--- config.mk ---
export PLATFORM = sky130hd
export DESIGN_NAME = ust_sync_tx
export DESIGN_NICKNAME = d
export VERILOG_FILES = /design/src/hw/ust_pkg.sv /design/src/hw/ust_sync_tx.sv
export VERILOG_INCLUDE_DIRS = /design/src /design/src/hw
export SDC_FILE = /design/constraint.sdc
export NUM_CORES = 1
export LEC_CHECK = 0
export ABC_AREA = 0
export BUFFER_PORTS_ARGS = -buffer_cell sky130_fd_sc_hd__buf_2
export CORE_MARGIN = 2
export CORE_UTILIZATION = 50
export CTS_CLUSTER_DIAMETER = 50
export CTS_CLUSTER_SIZE = 14
export DETAILED_ROUTE_END_ITERATION = 16
export PLACE_DENSITY_LB_ADDON = 0.12
export SETUP_SLACK_MARGIN = 0.2
export SLEW_MARGIN = 20
export SYNTH_ARGS = -nofsm -noshare
export SYNTH_HDL_FRONTEND = slang
export SYNTH_SLANG_ARGS = --single-unit
--- constraint.sdc ---
create_clock -name pclk -period 3 [get_ports pclk]
set_input_delay 0.9 -clock pclk [delete_from_list [all_inputs] [get_ports pclk]]
set_output_delay 0.9 -clock pclk [all_outputs]
set_load 0.05 [all_outputs]
--- src/hw/ust_regs.svh ---
// Register map, field positions and reset values of the sync transmitter.
// Assumes a 32-bit APB with word-aligned registers at index times four.
`ifndef UST_REGS_SVH
`define UST_REGS_SVH

`define UST_IDX_IRQ_FLAGS 8'h0C
`define UST_IDX_RX_CTRL 8'h18
`define UST_IDX_TX_BUF 8'h19
`define UST_IDX_RX_BUF 8'h1A
`define UST_IDX_IRQ_EN 8'h8C
`define UST_IDX_TX_CTRL 8'h98
`define UST_IDX_BAUD 8'h99

`define UST_RST_IRQ_FLAGS 8'h00
`define UST_RST_RX_CTRL 8'h00
`define UST_RST_TX_BUF 8'h00
`define UST_RST_RX_BUF 8'h00
`define UST_RST_IRQ_EN 8'h00
`define UST_RST_TX_CTRL 8'h02
`define UST_RST_BAUD 8'h00

`define UST_FLG_RX_DONE 5
`define UST_FLG_TX_EMPTY 4
`define UST_RC_PORT_EN 7
`define UST_RC_SINGLE 5
`define UST_RC_CONT 4
`define UST_TC_CLK_SRC 7
`define UST_TC_NINE 6
`define UST_TC_TX_EN 5
`define UST_TC_SYNC 4
`define UST_TC_SR_EMPTY 1
`define UST_TC_NINTH 0

`define UST_BITS_8 4'h8
`define UST_BITS_9 4'h9
`define UST_ZERO_8 8'h00
`define UST_ZERO_4 4'h0
`define UST_ZERO_9 9'h000
`define UST_ONE_4 4'h1

`endif

--- src/hw/ust_pkg.sv ---
// Types shared by the sync transmitter.
// Assumes the register header supplies all register constants; state encodings are set here.
package ust_pkg;

  typedef enum logic [2:0] {
    UST_TX_IDLE = 3'h1,
    UST_TX_LOAD = 3'h2,
    UST_TX_SHIFT = 3'h4
  } ust_tx_state_type;

  typedef struct packed {
    logic port_en;
    logic single_rx;
    logic cont_rx;
    logic clk_src;
    logic nine_bit;
    logic tx_en;
    logic sync_mode;
    logic ninth_bit;
  } ust_ctrl_type;

endpackage

--- src/hw/ust_sync_tx.sv ---
// Synchronous master transmitter with APB register slave.
// Assumes pclk at 250 MHz, pins brought in through three-flop sampling.
`timescale 1ns/1ps
`default_nettype none
`include "ust_regs.svh"

module ust_sync_tx (
  // Clock and reset
  input wire logic pclk,
  input wire logic presetn,
  // APB slave
  input wire logic psel,
  input wire logic penable,
  input wire logic pwrite,
  input wire logic [11:0] paddr,
  input wire logic [31:0] pwdata,
  input wire logic [3:0] pstrb,
  output logic [31:0] prdata,
  output logic pready,
  output logic pslverr,
  // Shift clock line
  output logic clk_line_out,
  output logic clk_line_oe_n,
  // Serial data line
  input wire logic data_line_in,
  output logic data_line_out,
  output logic data_line_oe_n
);

  ust_pkg::ust_ctrl_type ctrl_reg;
  ust_pkg::ust_tx_state_type tx_state_reg;
  ust_pkg::ust_tx_state_type tx_state_next;
  logic [7:0] tx_buf_reg;
  logic tx_buf_full_reg;
  logic tx_flag_reg;
  logic [7:0] rx_buf_reg;
  logic rx_flag_reg;
  logic [7:0] irq_en_reg;
  logic [7:0] baud_reg;
  logic [7:0] baud_cnt_reg;
  logic [8:0] shift_reg;
  logic [3:0] tx_cnt_reg;
  logic [3:0] tx_len_reg;
  logic [7:0] rx_shift_reg;
  logic [3:0] rx_cnt_reg;
  logic ck_reg;
  logic dt_out_reg;
  logic [2:0] dt_sync_reg;
  logic dt_in_reg;

  logic [7:0] index;
  logic access;
  logic wr;
  logic rd;
  logic mapped;
  logic master_ok;
  logic rx_active;
  logic tx_owns;
  logic baud_run;
  logic tick;
  logic rise;
  logic fall;
  logic wr_tx_buf;
  logic wr_rx_ctrl;
  logic wr_tx_ctrl;
  logic tx_en_rise;
  logic load_done;
  logic word_sent;
  logic bit_done;
  logic rx_word;
  logic [7:0] rd_data;

  // Register index from byte address
  function automatic logic [7:0] word_index(input logic [11:0] addr);
    word_index = addr[9:2];
  endfunction

  function automatic logic is_mapped(input logic [7:0] idx);
    is_mapped = (idx == `UST_IDX_IRQ_FLAGS) || (idx == `UST_IDX_RX_CTRL) ||
      (idx == `UST_IDX_TX_BUF) || (idx == `UST_IDX_RX_BUF) ||
      (idx == `UST_IDX_IRQ_EN) || (idx == `UST_IDX_TX_CTRL) ||
      (idx == `UST_IDX_BAUD);
  endfunction

  assign index = word_index(paddr);
  assign mapped = is_mapped(index) && (paddr[11:10] == 2'h0);
  assign access = psel && penable;
  assign wr = access && pwrite && pstrb[0] && mapped;
  assign rd = access && !pwrite && mapped;
  assign pready = 1'b1;
  assign pslverr = access && !mapped;

  assign wr_tx_buf = wr && (index == `UST_IDX_TX_BUF);
  assign wr_rx_ctrl = wr && (index == `UST_IDX_RX_CTRL);
  assign wr_tx_ctrl = wr && (index == `UST_IDX_TX_CTRL);

  // Master operation needs all three mode bits
  assign master_ok = ctrl_reg.port_en && ctrl_reg.sync_mode &&
    ctrl_reg.clk_src;
  assign rx_active = master_ok &&
    (ctrl_reg.cont_rx || ctrl_reg.single_rx);
  assign tx_owns = master_ok && ctrl_reg.tx_en && !rx_active;

  // Baud generator
  assign baud_run = ctrl_reg.tx_en || ctrl_reg.cont_rx ||
    ctrl_reg.single_rx;
  assign tick = baud_run && (baud_cnt_reg == `UST_ZERO_8);

  always_ff @(posedge pclk or negedge presetn) begin
    if (!presetn) begin
      baud_cnt_reg <= `UST_ZERO_8;
    end else if (!baud_run) begin
      // Held at zero so the first tick comes at once
      baud_cnt_reg <= `UST_ZERO_8;
    end else if (tick) begin
      baud_cnt_reg <= baud_reg;
    end else begin
      baud_cnt_reg <= baud_cnt_reg - 8'h01;
    end
  end

  // Shift clock toggles only while a word moves
  assign rise = tick && !ck_reg &&
    ((tx_owns && tx_state_reg == ust_pkg::UST_TX_SHIFT) || rx_active);
  assign fall = tick && ck_reg;

  always_ff @(posedge pclk or negedge presetn) begin
    if (!presetn) begin
      ck_reg <= 1'b0;
    end else if (!master_ok || !baud_run) begin
      ck_reg <= 1'b0;
    end else if (rise) begin
      ck_reg <= 1'b1;
    end else if (fall) begin
      ck_reg <= 1'b0;
    end
  end

  // Data pin sampling
  always_ff @(posedge pclk or negedge presetn) begin
    if (!presetn) begin
      dt_sync_reg <= 3'h7;
    end else begin
      dt_sync_reg <= {dt_sync_reg[1:0], data_line_in};
    end
  end

  always_ff @(posedge pclk or negedge presetn) begin
    if (!presetn) begin
      dt_in_reg <= 1'b1;
    end else if (dt_sync_reg[1] == dt_sync_reg[2]) begin
      dt_in_reg <= dt_sync_reg[2];
    end
  end

  // Transmit state machine
  assign tx_en_rise = wr_tx_ctrl && !ctrl_reg.tx_en &&
    pwdata[`UST_TC_TX_EN];
  assign load_done = tx_state_reg == ust_pkg::UST_TX_LOAD;
  // Advance at the falling edge; a receive that cuts in resends the bit
  assign bit_done = tx_owns && fall &&
    tx_state_reg == ust_pkg::UST_TX_SHIFT;
  assign word_sent = bit_done && tx_cnt_reg == (tx_len_reg - `UST_ONE_4);

  always_comb begin
    tx_state_next = tx_state_reg;
    unique case (tx_state_reg)
      ust_pkg::UST_TX_IDLE: begin
        if (tx_owns && tx_buf_full_reg) begin
          tx_state_next = ust_pkg::UST_TX_LOAD;
        end
      end
      ust_pkg::UST_TX_LOAD: begin
        tx_state_next = ust_pkg::UST_TX_SHIFT;
      end
      ust_pkg::UST_TX_SHIFT: begin
        if (word_sent) begin
          tx_state_next = ust_pkg::UST_TX_IDLE;
        end
      end
      default: begin
        tx_state_next = ust_pkg::UST_TX_IDLE;
      end
    endcase
    if (!ctrl_reg.tx_en) begin
      tx_state_next = ust_pkg::UST_TX_IDLE;
    end
  end

  always_ff @(posedge pclk or negedge presetn) begin
    if (!presetn) begin
      tx_state_reg <= ust_pkg::UST_TX_IDLE;
    end else begin
      tx_state_reg <= tx_state_next;
    end
  end

  // Hidden shift register; no bus path reaches it
  always_ff @(posedge pclk or negedge presetn) begin
    if (!presetn) begin
      shift_reg <= `UST_ZERO_9;
      tx_len_reg <= `UST_BITS_8;
    end else if (load_done) begin
      shift_reg <= {ctrl_reg.ninth_bit, tx_buf_reg};
      tx_len_reg <= ctrl_reg.nine_bit ? `UST_BITS_9 : `UST_BITS_8;
    end else if (bit_done) begin
      shift_reg <= {1'b0, shift_reg[8:1]};
    end
  end

  always_ff @(posedge pclk or negedge presetn) begin
    if (!presetn) begin
      tx_cnt_reg <= `UST_ZERO_4;
    end else if (!ctrl_reg.tx_en || load_done) begin
      tx_cnt_reg <= `UST_ZERO_4;
    end else if (bit_done) begin
      tx_cnt_reg <= tx_cnt_reg + `UST_ONE_4;
    end
  end

  // Bit changes on rising edge, so it is settled at the falling one
  always_ff @(posedge pclk or negedge presetn) begin
    if (!presetn) begin
      dt_out_reg <= 1'b0;
    end else if (!ctrl_reg.tx_en) begin
      dt_out_reg <= 1'b0;
    end else if (tx_owns && rise) begin
      dt_out_reg <= shift_reg[0];
    end
  end

  // Transmit buffer and its fill state
  always_ff @(posedge pclk or negedge presetn) begin
    if (!presetn) begin
      tx_buf_reg <= `UST_RST_TX_BUF;
    end else if (wr_tx_buf) begin
      tx_buf_reg <= pwdata[7:0];
    end
  end

  always_ff @(posedge pclk or negedge presetn) begin
    if (!presetn) begin
      tx_buf_full_reg <= 1'b0;
    end else if (wr_tx_buf) begin
      tx_buf_full_reg <= 1'b1;
    end else if (load_done) begin
      tx_buf_full_reg <= 1'b0;
    end
  end

  // Empty flag: hardware sets, only a buffer write clears; set wins
  always_ff @(posedge pclk or negedge presetn) begin
    if (!presetn) begin
      tx_flag_reg <= 1'b0;
    end else if (load_done || (tx_en_rise && !tx_buf_full_reg)) begin
      tx_flag_reg <= 1'b1;
    end else if (wr_tx_buf) begin
      tx_flag_reg <= 1'b0;
    end
  end

  // Master receive; takes priority and parks transmit while active
  assign rx_word = rx_active && fall &&
    rx_cnt_reg == (`UST_BITS_8 - `UST_ONE_4);

  always_ff @(posedge pclk or negedge presetn) begin
    if (!presetn) begin
      rx_cnt_reg <= `UST_ZERO_4;
      rx_shift_reg <= `UST_ZERO_8;
    end else if (!rx_active || rx_word) begin
      rx_cnt_reg <= `UST_ZERO_4;
    end else if (fall) begin
      rx_cnt_reg <= rx_cnt_reg + `UST_ONE_4;
      rx_shift_reg <= {dt_in_reg, rx_shift_reg[7:1]};
    end
  end

  always_ff @(posedge pclk or negedge presetn) begin
    if (!presetn) begin
      rx_buf_reg <= `UST_RST_RX_BUF;
    end else if (rx_word) begin
      rx_buf_reg <= {dt_in_reg, rx_shift_reg[7:1]};
    end
  end

  always_ff @(posedge pclk or negedge presetn) begin
    if (!presetn) begin
      rx_flag_reg <= 1'b0;
    end else if (rx_word) begin
      rx_flag_reg <= 1'b1;
    end else if (rd && index == `UST_IDX_RX_BUF) begin
      rx_flag_reg <= 1'b0;
    end
  end

  // Control bits; single receive self-clears, set by software wins
  always_ff @(posedge pclk or negedge presetn) begin
    if (!presetn) begin
      ctrl_reg <= '0;
    end else begin
      if (wr_rx_ctrl) begin
        ctrl_reg.port_en <= pwdata[`UST_RC_PORT_EN];
        ctrl_reg.single_rx <= pwdata[`UST_RC_SINGLE];
        ctrl_reg.cont_rx <= pwdata[`UST_RC_CONT];
      end else if (rx_word && !ctrl_reg.cont_rx) begin
        ctrl_reg.single_rx <= 1'b0;
      end
      if (wr_tx_ctrl) begin
        ctrl_reg.clk_src <= pwdata[`UST_TC_CLK_SRC];
        ctrl_reg.nine_bit <= pwdata[`UST_TC_NINE];
        ctrl_reg.tx_en <= pwdata[`UST_TC_TX_EN];
        ctrl_reg.sync_mode <= pwdata[`UST_TC_SYNC];
        ctrl_reg.ninth_bit <= pwdata[`UST_TC_NINTH];
      end
    end
  end

  always_ff @(posedge pclk or negedge presetn) begin
    if (!presetn) begin
      irq_en_reg <= `UST_RST_IRQ_EN;
      baud_reg <= `UST_RST_BAUD;
    end else begin
      if (wr && index == `UST_IDX_IRQ_EN) begin
        irq_en_reg <= pwdata[7:0];
      end
      if (wr && index == `UST_IDX_BAUD) begin
        baud_reg <= pwdata[7:0];
      end
    end
  end

  // Read multiplexer
  always_comb begin
    rd_data = `UST_ZERO_8;
    case (index)
      `UST_IDX_IRQ_FLAGS: begin
        rd_data[`UST_FLG_RX_DONE] = rx_flag_reg;
        rd_data[`UST_FLG_TX_EMPTY] = tx_flag_reg;
      end
      `UST_IDX_RX_CTRL: begin
        rd_data[`UST_RC_PORT_EN] = ctrl_reg.port_en;
        rd_data[`UST_RC_SINGLE] = ctrl_reg.single_rx;
        rd_data[`UST_RC_CONT] = ctrl_reg.cont_rx;
      end
      `UST_IDX_TX_BUF: begin
        rd_data = tx_buf_reg;
      end
      `UST_IDX_RX_BUF: begin
        rd_data = rx_buf_reg;
      end
      `UST_IDX_IRQ_EN: begin
        rd_data = irq_en_reg;
      end
      `UST_IDX_TX_CTRL: begin
        rd_data[`UST_TC_CLK_SRC] = ctrl_reg.clk_src;
        rd_data[`UST_TC_NINE] = ctrl_reg.nine_bit;
        rd_data[`UST_TC_TX_EN] = ctrl_reg.tx_en;
        rd_data[`UST_TC_SYNC] = ctrl_reg.sync_mode;
        rd_data[`UST_TC_SR_EMPTY] =
          tx_state_reg == ust_pkg::UST_TX_IDLE;
        rd_data[`UST_TC_NINTH] = ctrl_reg.ninth_bit;
      end
      `UST_IDX_BAUD: begin
        rd_data = baud_reg;
      end
      default: begin
        rd_data = `UST_ZERO_8;
      end
    endcase
  end

  // Registered read data, taken in the setup cycle
  always_ff @(posedge pclk or negedge presetn) begin
    if (!presetn) begin
      prdata <= 32'h0000_0000;
    end else if (psel && !penable && !pwrite) begin
      prdata <= {24'h00_0000, rd_data};
    end
  end

  // Pin drivers; enables are active low
  always_ff @(posedge pclk or negedge presetn) begin
    if (!presetn) begin
      clk_line_oe_n <= 1'b1;
      data_line_oe_n <= 1'b1;
    end else begin
      clk_line_oe_n <= !(master_ok &&
        (ctrl_reg.tx_en || rx_active));
      data_line_oe_n <= !tx_owns;
    end
  end

  assign clk_line_out = ck_reg;
  assign data_line_out = dt_out_reg;

endmodule
`default_nettype wire

Word-level counts from Yosys, hierarchy flattened
Index checks and enable logic that the tools add are counted.

storage, ports and cells
  output and inout port bits = 38
  bits in registers = 99
  input bits = 54
  logic and storage cells = 158

operators by class
  multiplexer cells = 31
  add/sub/neg operators = 4
  eq/ne operators = 16
  bitwise gates (word level) = 1
  reductions and logical operators = 77

operators with widths
  cell                   count
  $logic_and A1 B1 Y1    38
  $eq A8 B5 Y1 const B   3
  $eq A8 B8 Y1 const B   3
  $mux W9                2
  $mux W4                4
  $mux W8                2
  $logic_or A1 B1 Y1     15
  $mux W1                14
  $pmux W2 S7            1
  $reduce_bool A2 Y1     7
  $logic_not A1 Y1       12
  $pmux W2 S5            1
  $mux W3                3
  $pmux W3 S3            1
  $add A4 B1 Y4 const B  2
  $eq A8 B4 Y1 const B   1
  $logic_not A8 Y1       1
  $pmux W2 S4            1
  $sub A8 B1 Y8 const B  1
  $ne A3 B3 Y1 const B   2
  $pmux W1 S6            1
  $pmux W1 S5            1
  $eq A4 B3 Y1 const B   1
  $eq A4 B4 Y1           1
  other kinds (10)       11

Logic depth before layout (Yosys ltp)
  depth in word-level cells = 15
  gate-level depth with buffers = 8
  depth with buffers taken out = 6

Worst setup path after synthesis
OpenSTA, ideal clock, no wires.

  path kind = input -> output
  from = in paddr[3]
  to = out pslverr
  cell stages on the path = 5
  path buffers = 1
  arrival time = 2411 ps
  setup slack = -311 ps
  required time = 2100 ps
  path through = buf_2 -> or4_4 -> nor3_1 -> a31oi_1 -> o311a_1

between the ends
  longest elaborated chain between the ends = 10
  elaborated cells on any way between the ends = 16
  those cells by class = eq/ne (7); reduce/logical (9)

ends and longest elaborated chain
  element                                       line               text
  start, declared                               ust_sync_tx.sv:15  input wire logic [11:0] paddr,
  $eq A8 B4 Y1 or $eq A8 B5 Y1 (tied branches)  -
  $logic_or A1 B1 Y1 (5 in series)              ust_sync_tx.sv:79  is_mapped = (idx == `UST_IDX_IRQ_FLAGS) || (idx == `UST_IDX_RX_CTRL) ||
  $logic_or A1 B1 Y1 *                          ust_sync_tx.sv:79
  $logic_and A1 B1 Y1 *                         ust_sync_tx.sv:86  assign mapped = is_mapped(index) && (paddr[11:10] == 2'h0);
  $logic_not A1 Y1 *                            ust_sync_tx.sv:91  assign pslverr = access && !mapped;
  $logic_and A1 B1 Y1 *                         ust_sync_tx.sv:91
  end, declared                                 ust_sync_tx.sv:20  output logic pslverr,

Every way passes the cells marked *; elsewhere a longest branch is shown, timed or not.

Worst setup path after layout
  from = in paddr[2]
  to = out pslverr

Same word-level chain as after synthesis.

==> metrics <==
Final Wtd Congestion=0.916; Fin. Hold Viols=0; CTS hold repair buffers=0; final worst path period need=3.14 ns; Power Dens Cells=513 nW/µm²; clock power share=0.311; DRC violations left=0; critical path class=in2out; outcome=finished with violations; Layout fillers=838; clk_lat worst skew=0.36 ns; CP Max Fanout=2; WL met2=5400 µm; Slew Limit Fails=0; Routed met3 length=297 µm; Worst-path clk slew=0.09 ns; ys flop type=dfrtp_1; PnR worst setup slack=-0.139 ns; die area=10400 µm²; GRT Overall Usage=0.223; ANT nets after route=0; TritonRoute pass-1 iters=5; Fmax=319 MHz; largest cells by area after synthesis=dfrtp_1 (46%), mux2_2 (11%), buf_4 (4.1%), dfstp_2 (3.8%), nor2_1 (2.7%); RSZ-0062 raised after global routing=yes; initial antenna violation count=0; WHS Path Cells=0; Setup TNS=-0.139 ns; I/O Buffers=37; total CTS buffers=9; global route overflow=0; warnings from Yosys=0; Nets=554; Syn Area/Cell=10.8 µm²; DP HPWL=7970 µm; Die W=102 µm; final wirelength=11000 µm; Initial DRC Count=172; Final period util=1.05; CTS Sinks=95; post-synth top area share=0.459; startpoint types=input port; vias in the first global route=3435; Logic pwr share=0.174; area post-placement=5180 µm²; Setup Viol. Count Final=1; Top Metal Used=met4; Least-Margin Pin Slew=0.892 ns; H-tree levels=3; starting density of the core=0.517; total power=2.77 mW; Routed WL per cell=17.5 µm; largest net degree at the start of global routing=72; post-synth top area cell=dfrtp_1; area grow syn2layout=12.7%; via/cell ratio=5.66; Root Driver=clkbuf_8; flops & latches, synth=95; Die Ht=102 µm; floorplan core area=9280 µm²; clock buffer depth=2; first-pass GRT wire length=17800 µm; Int Pwr=1.93 mW; sequential area share after synthesis=0.497; Final Skew=0.0126 ns; CTS tree=yes; CP required=2.10 ns; P_sw=845 µW; Netlist cell types=64; Hold WC Path Type=reg2reg; asr flop ratio synth=1.00; Crit path arrival time=2.24 ns; Worst IR Drop VDD=0.303 mV; number of synthesized flops with an enable pin=0; Cells after Synth=444; Synth Cell Area=4800 µm²; crit path capture type=output port; row cnt=35; violated checks=setup timing; number of max-cap violations=0; cell area after layout=5410 µm²; wl on met1=5250 µm; max reg flops=9; Sw Share=0.305; ANT cells=0; sequential power share=0.515; via count=3570; Layout Utilization=0.582; share of cells above drive strength 1=0.309; Static Leak=2.52 nW; Relative slew margins=0.400; R2R depth=8; IO Pins=92
synthesized netlist by cell type (all sizes together), types with 5 or more instances:
cell type / n
o2bb2ai: 7
o21ai: 19
mux2i: 9
nor3b: 5
nor2: 35
a31oi: 16
mux2: 45
a21oi: 22
dfrtp: 88
inv: 13
nand2: 29
clkbuf: 14
nor3: 14
nand3: 6
buf: 31
nor2b: 5
nor4: 6
dfstp: 7
cells in the final DEF (no fill, tap or decap), types with 10 or more instances in the layout:
cell type and n:
buf_2 34, nand2_1 29, inv_1 13, clkbuf_8 10, buf_4 27, conb_1 25, nor2_1 34, o21ai_0 19
dfrtp_1 88, a21oi_1 22, a31oi_1 16, mux2_2 45
cell type report:
type,count,area [µm²],area share
clock buffer,11,141,0.0262
clock inverter,5,56.3,0.0104
inverter,13,48.8,0.00903
multi-input combinational,314,2190,0.406
sequential,95,2390,0.441
tap,129,161,0.0299
timing repair buffer,64,419,0.0775
critical path, cell delays in order:
cell and delay (ns):
buf_6 0.10, or4_4 0.55, nor3_4 0.14, a31oi_1 0.08, o311a_4 0.33, buf_8 0.15
logic make-up (layout without fill, tap and decap cells):
| group | after synthesis | after routing | share of synthesized area |
|---|---|---|---|
| AND/OR/NAND/NOR | 133 | 133 | 0.162 |
| AO/OA/AOI/OAI | 95 | 95 | 0.130 |
| flip-flops | 95 | 95 | 0.497 |
| buffers and inverters | 58 | 93 | 0.0683 |
| multiplexers | 54 | 54 | 0.124 |
| adder cells (fa/ha/maj) | 4 | 4 | 0.00991 |
| XOR/XNOR | 3 | 3 | 0.00548 |
| other | 2 | 25 | 0.00157 |
routing by layer:
metal	vias up	global-route usage
met5	-	0
li1	1680	-
met4	0	0.0585
met2	61	0.353
met1	1825	0.324
met3	4	0.0363
power groups by stage:
stage / registers (mW) / logic, mW / clock network, mW
global placement: 1.45 / 0.470 / 0
finish: 1.43 / 0.483 / 0.862
global route: 1.44 / 0.531 / 0.924
CTS: 1.43 / 0.487 / 0.874
floorplan: 1.50 / 0.313 / 0
detailed placement: 1.45 / 0.480 / 0
path summary, 6_finish.rpt:
check                                       endpoint                       from  slack [ns]
hold reg to reg             dt_sync_reg[1]$_DFF_PN1_   dt_sync_reg[0]$_DFF_PN1_        0.36
max in group asynchronous  rx_buf_reg[0]$_DFFE_PN0P_                    presetn        1.87
setup / recovery                             pslverr                   paddr[2]       -0.14
min in group asynchronous  tx_cnt_reg[3]$_DFFE_PN0P_                    presetn        0.43
hold / removal              dt_sync_reg[1]$_DFF_PN1_   dt_sync_reg[0]$_DFF_PN1_        0.36
setup reg to reg           rx_buf_reg[6]$_DFFE_PN0P_  baud_cnt_reg[0]$_DFF_PN0_        0.70
through the flow:
stage	cells	setup slack [ns]	hold WS [ns]
global placement	614	-0.242	0.346
global route	631	-0.189	0.368
detailed placement	614	-0.247	0.351
floorplan	467	-0.178	0.345
CTS	631	-0.126	0.365
finish	631	-0.139	0.363
what timing repair did:
item | CTS | global route
pin swaps | 2 | 0
gates cloned | 0 | 0
setup endpoints to repair | 1 | 2
hold endpoints to repair | 0 | 0
setup buffers | 1 | 0
resized for setup | 5 | 1
Power figures use the tool's default switching activity.
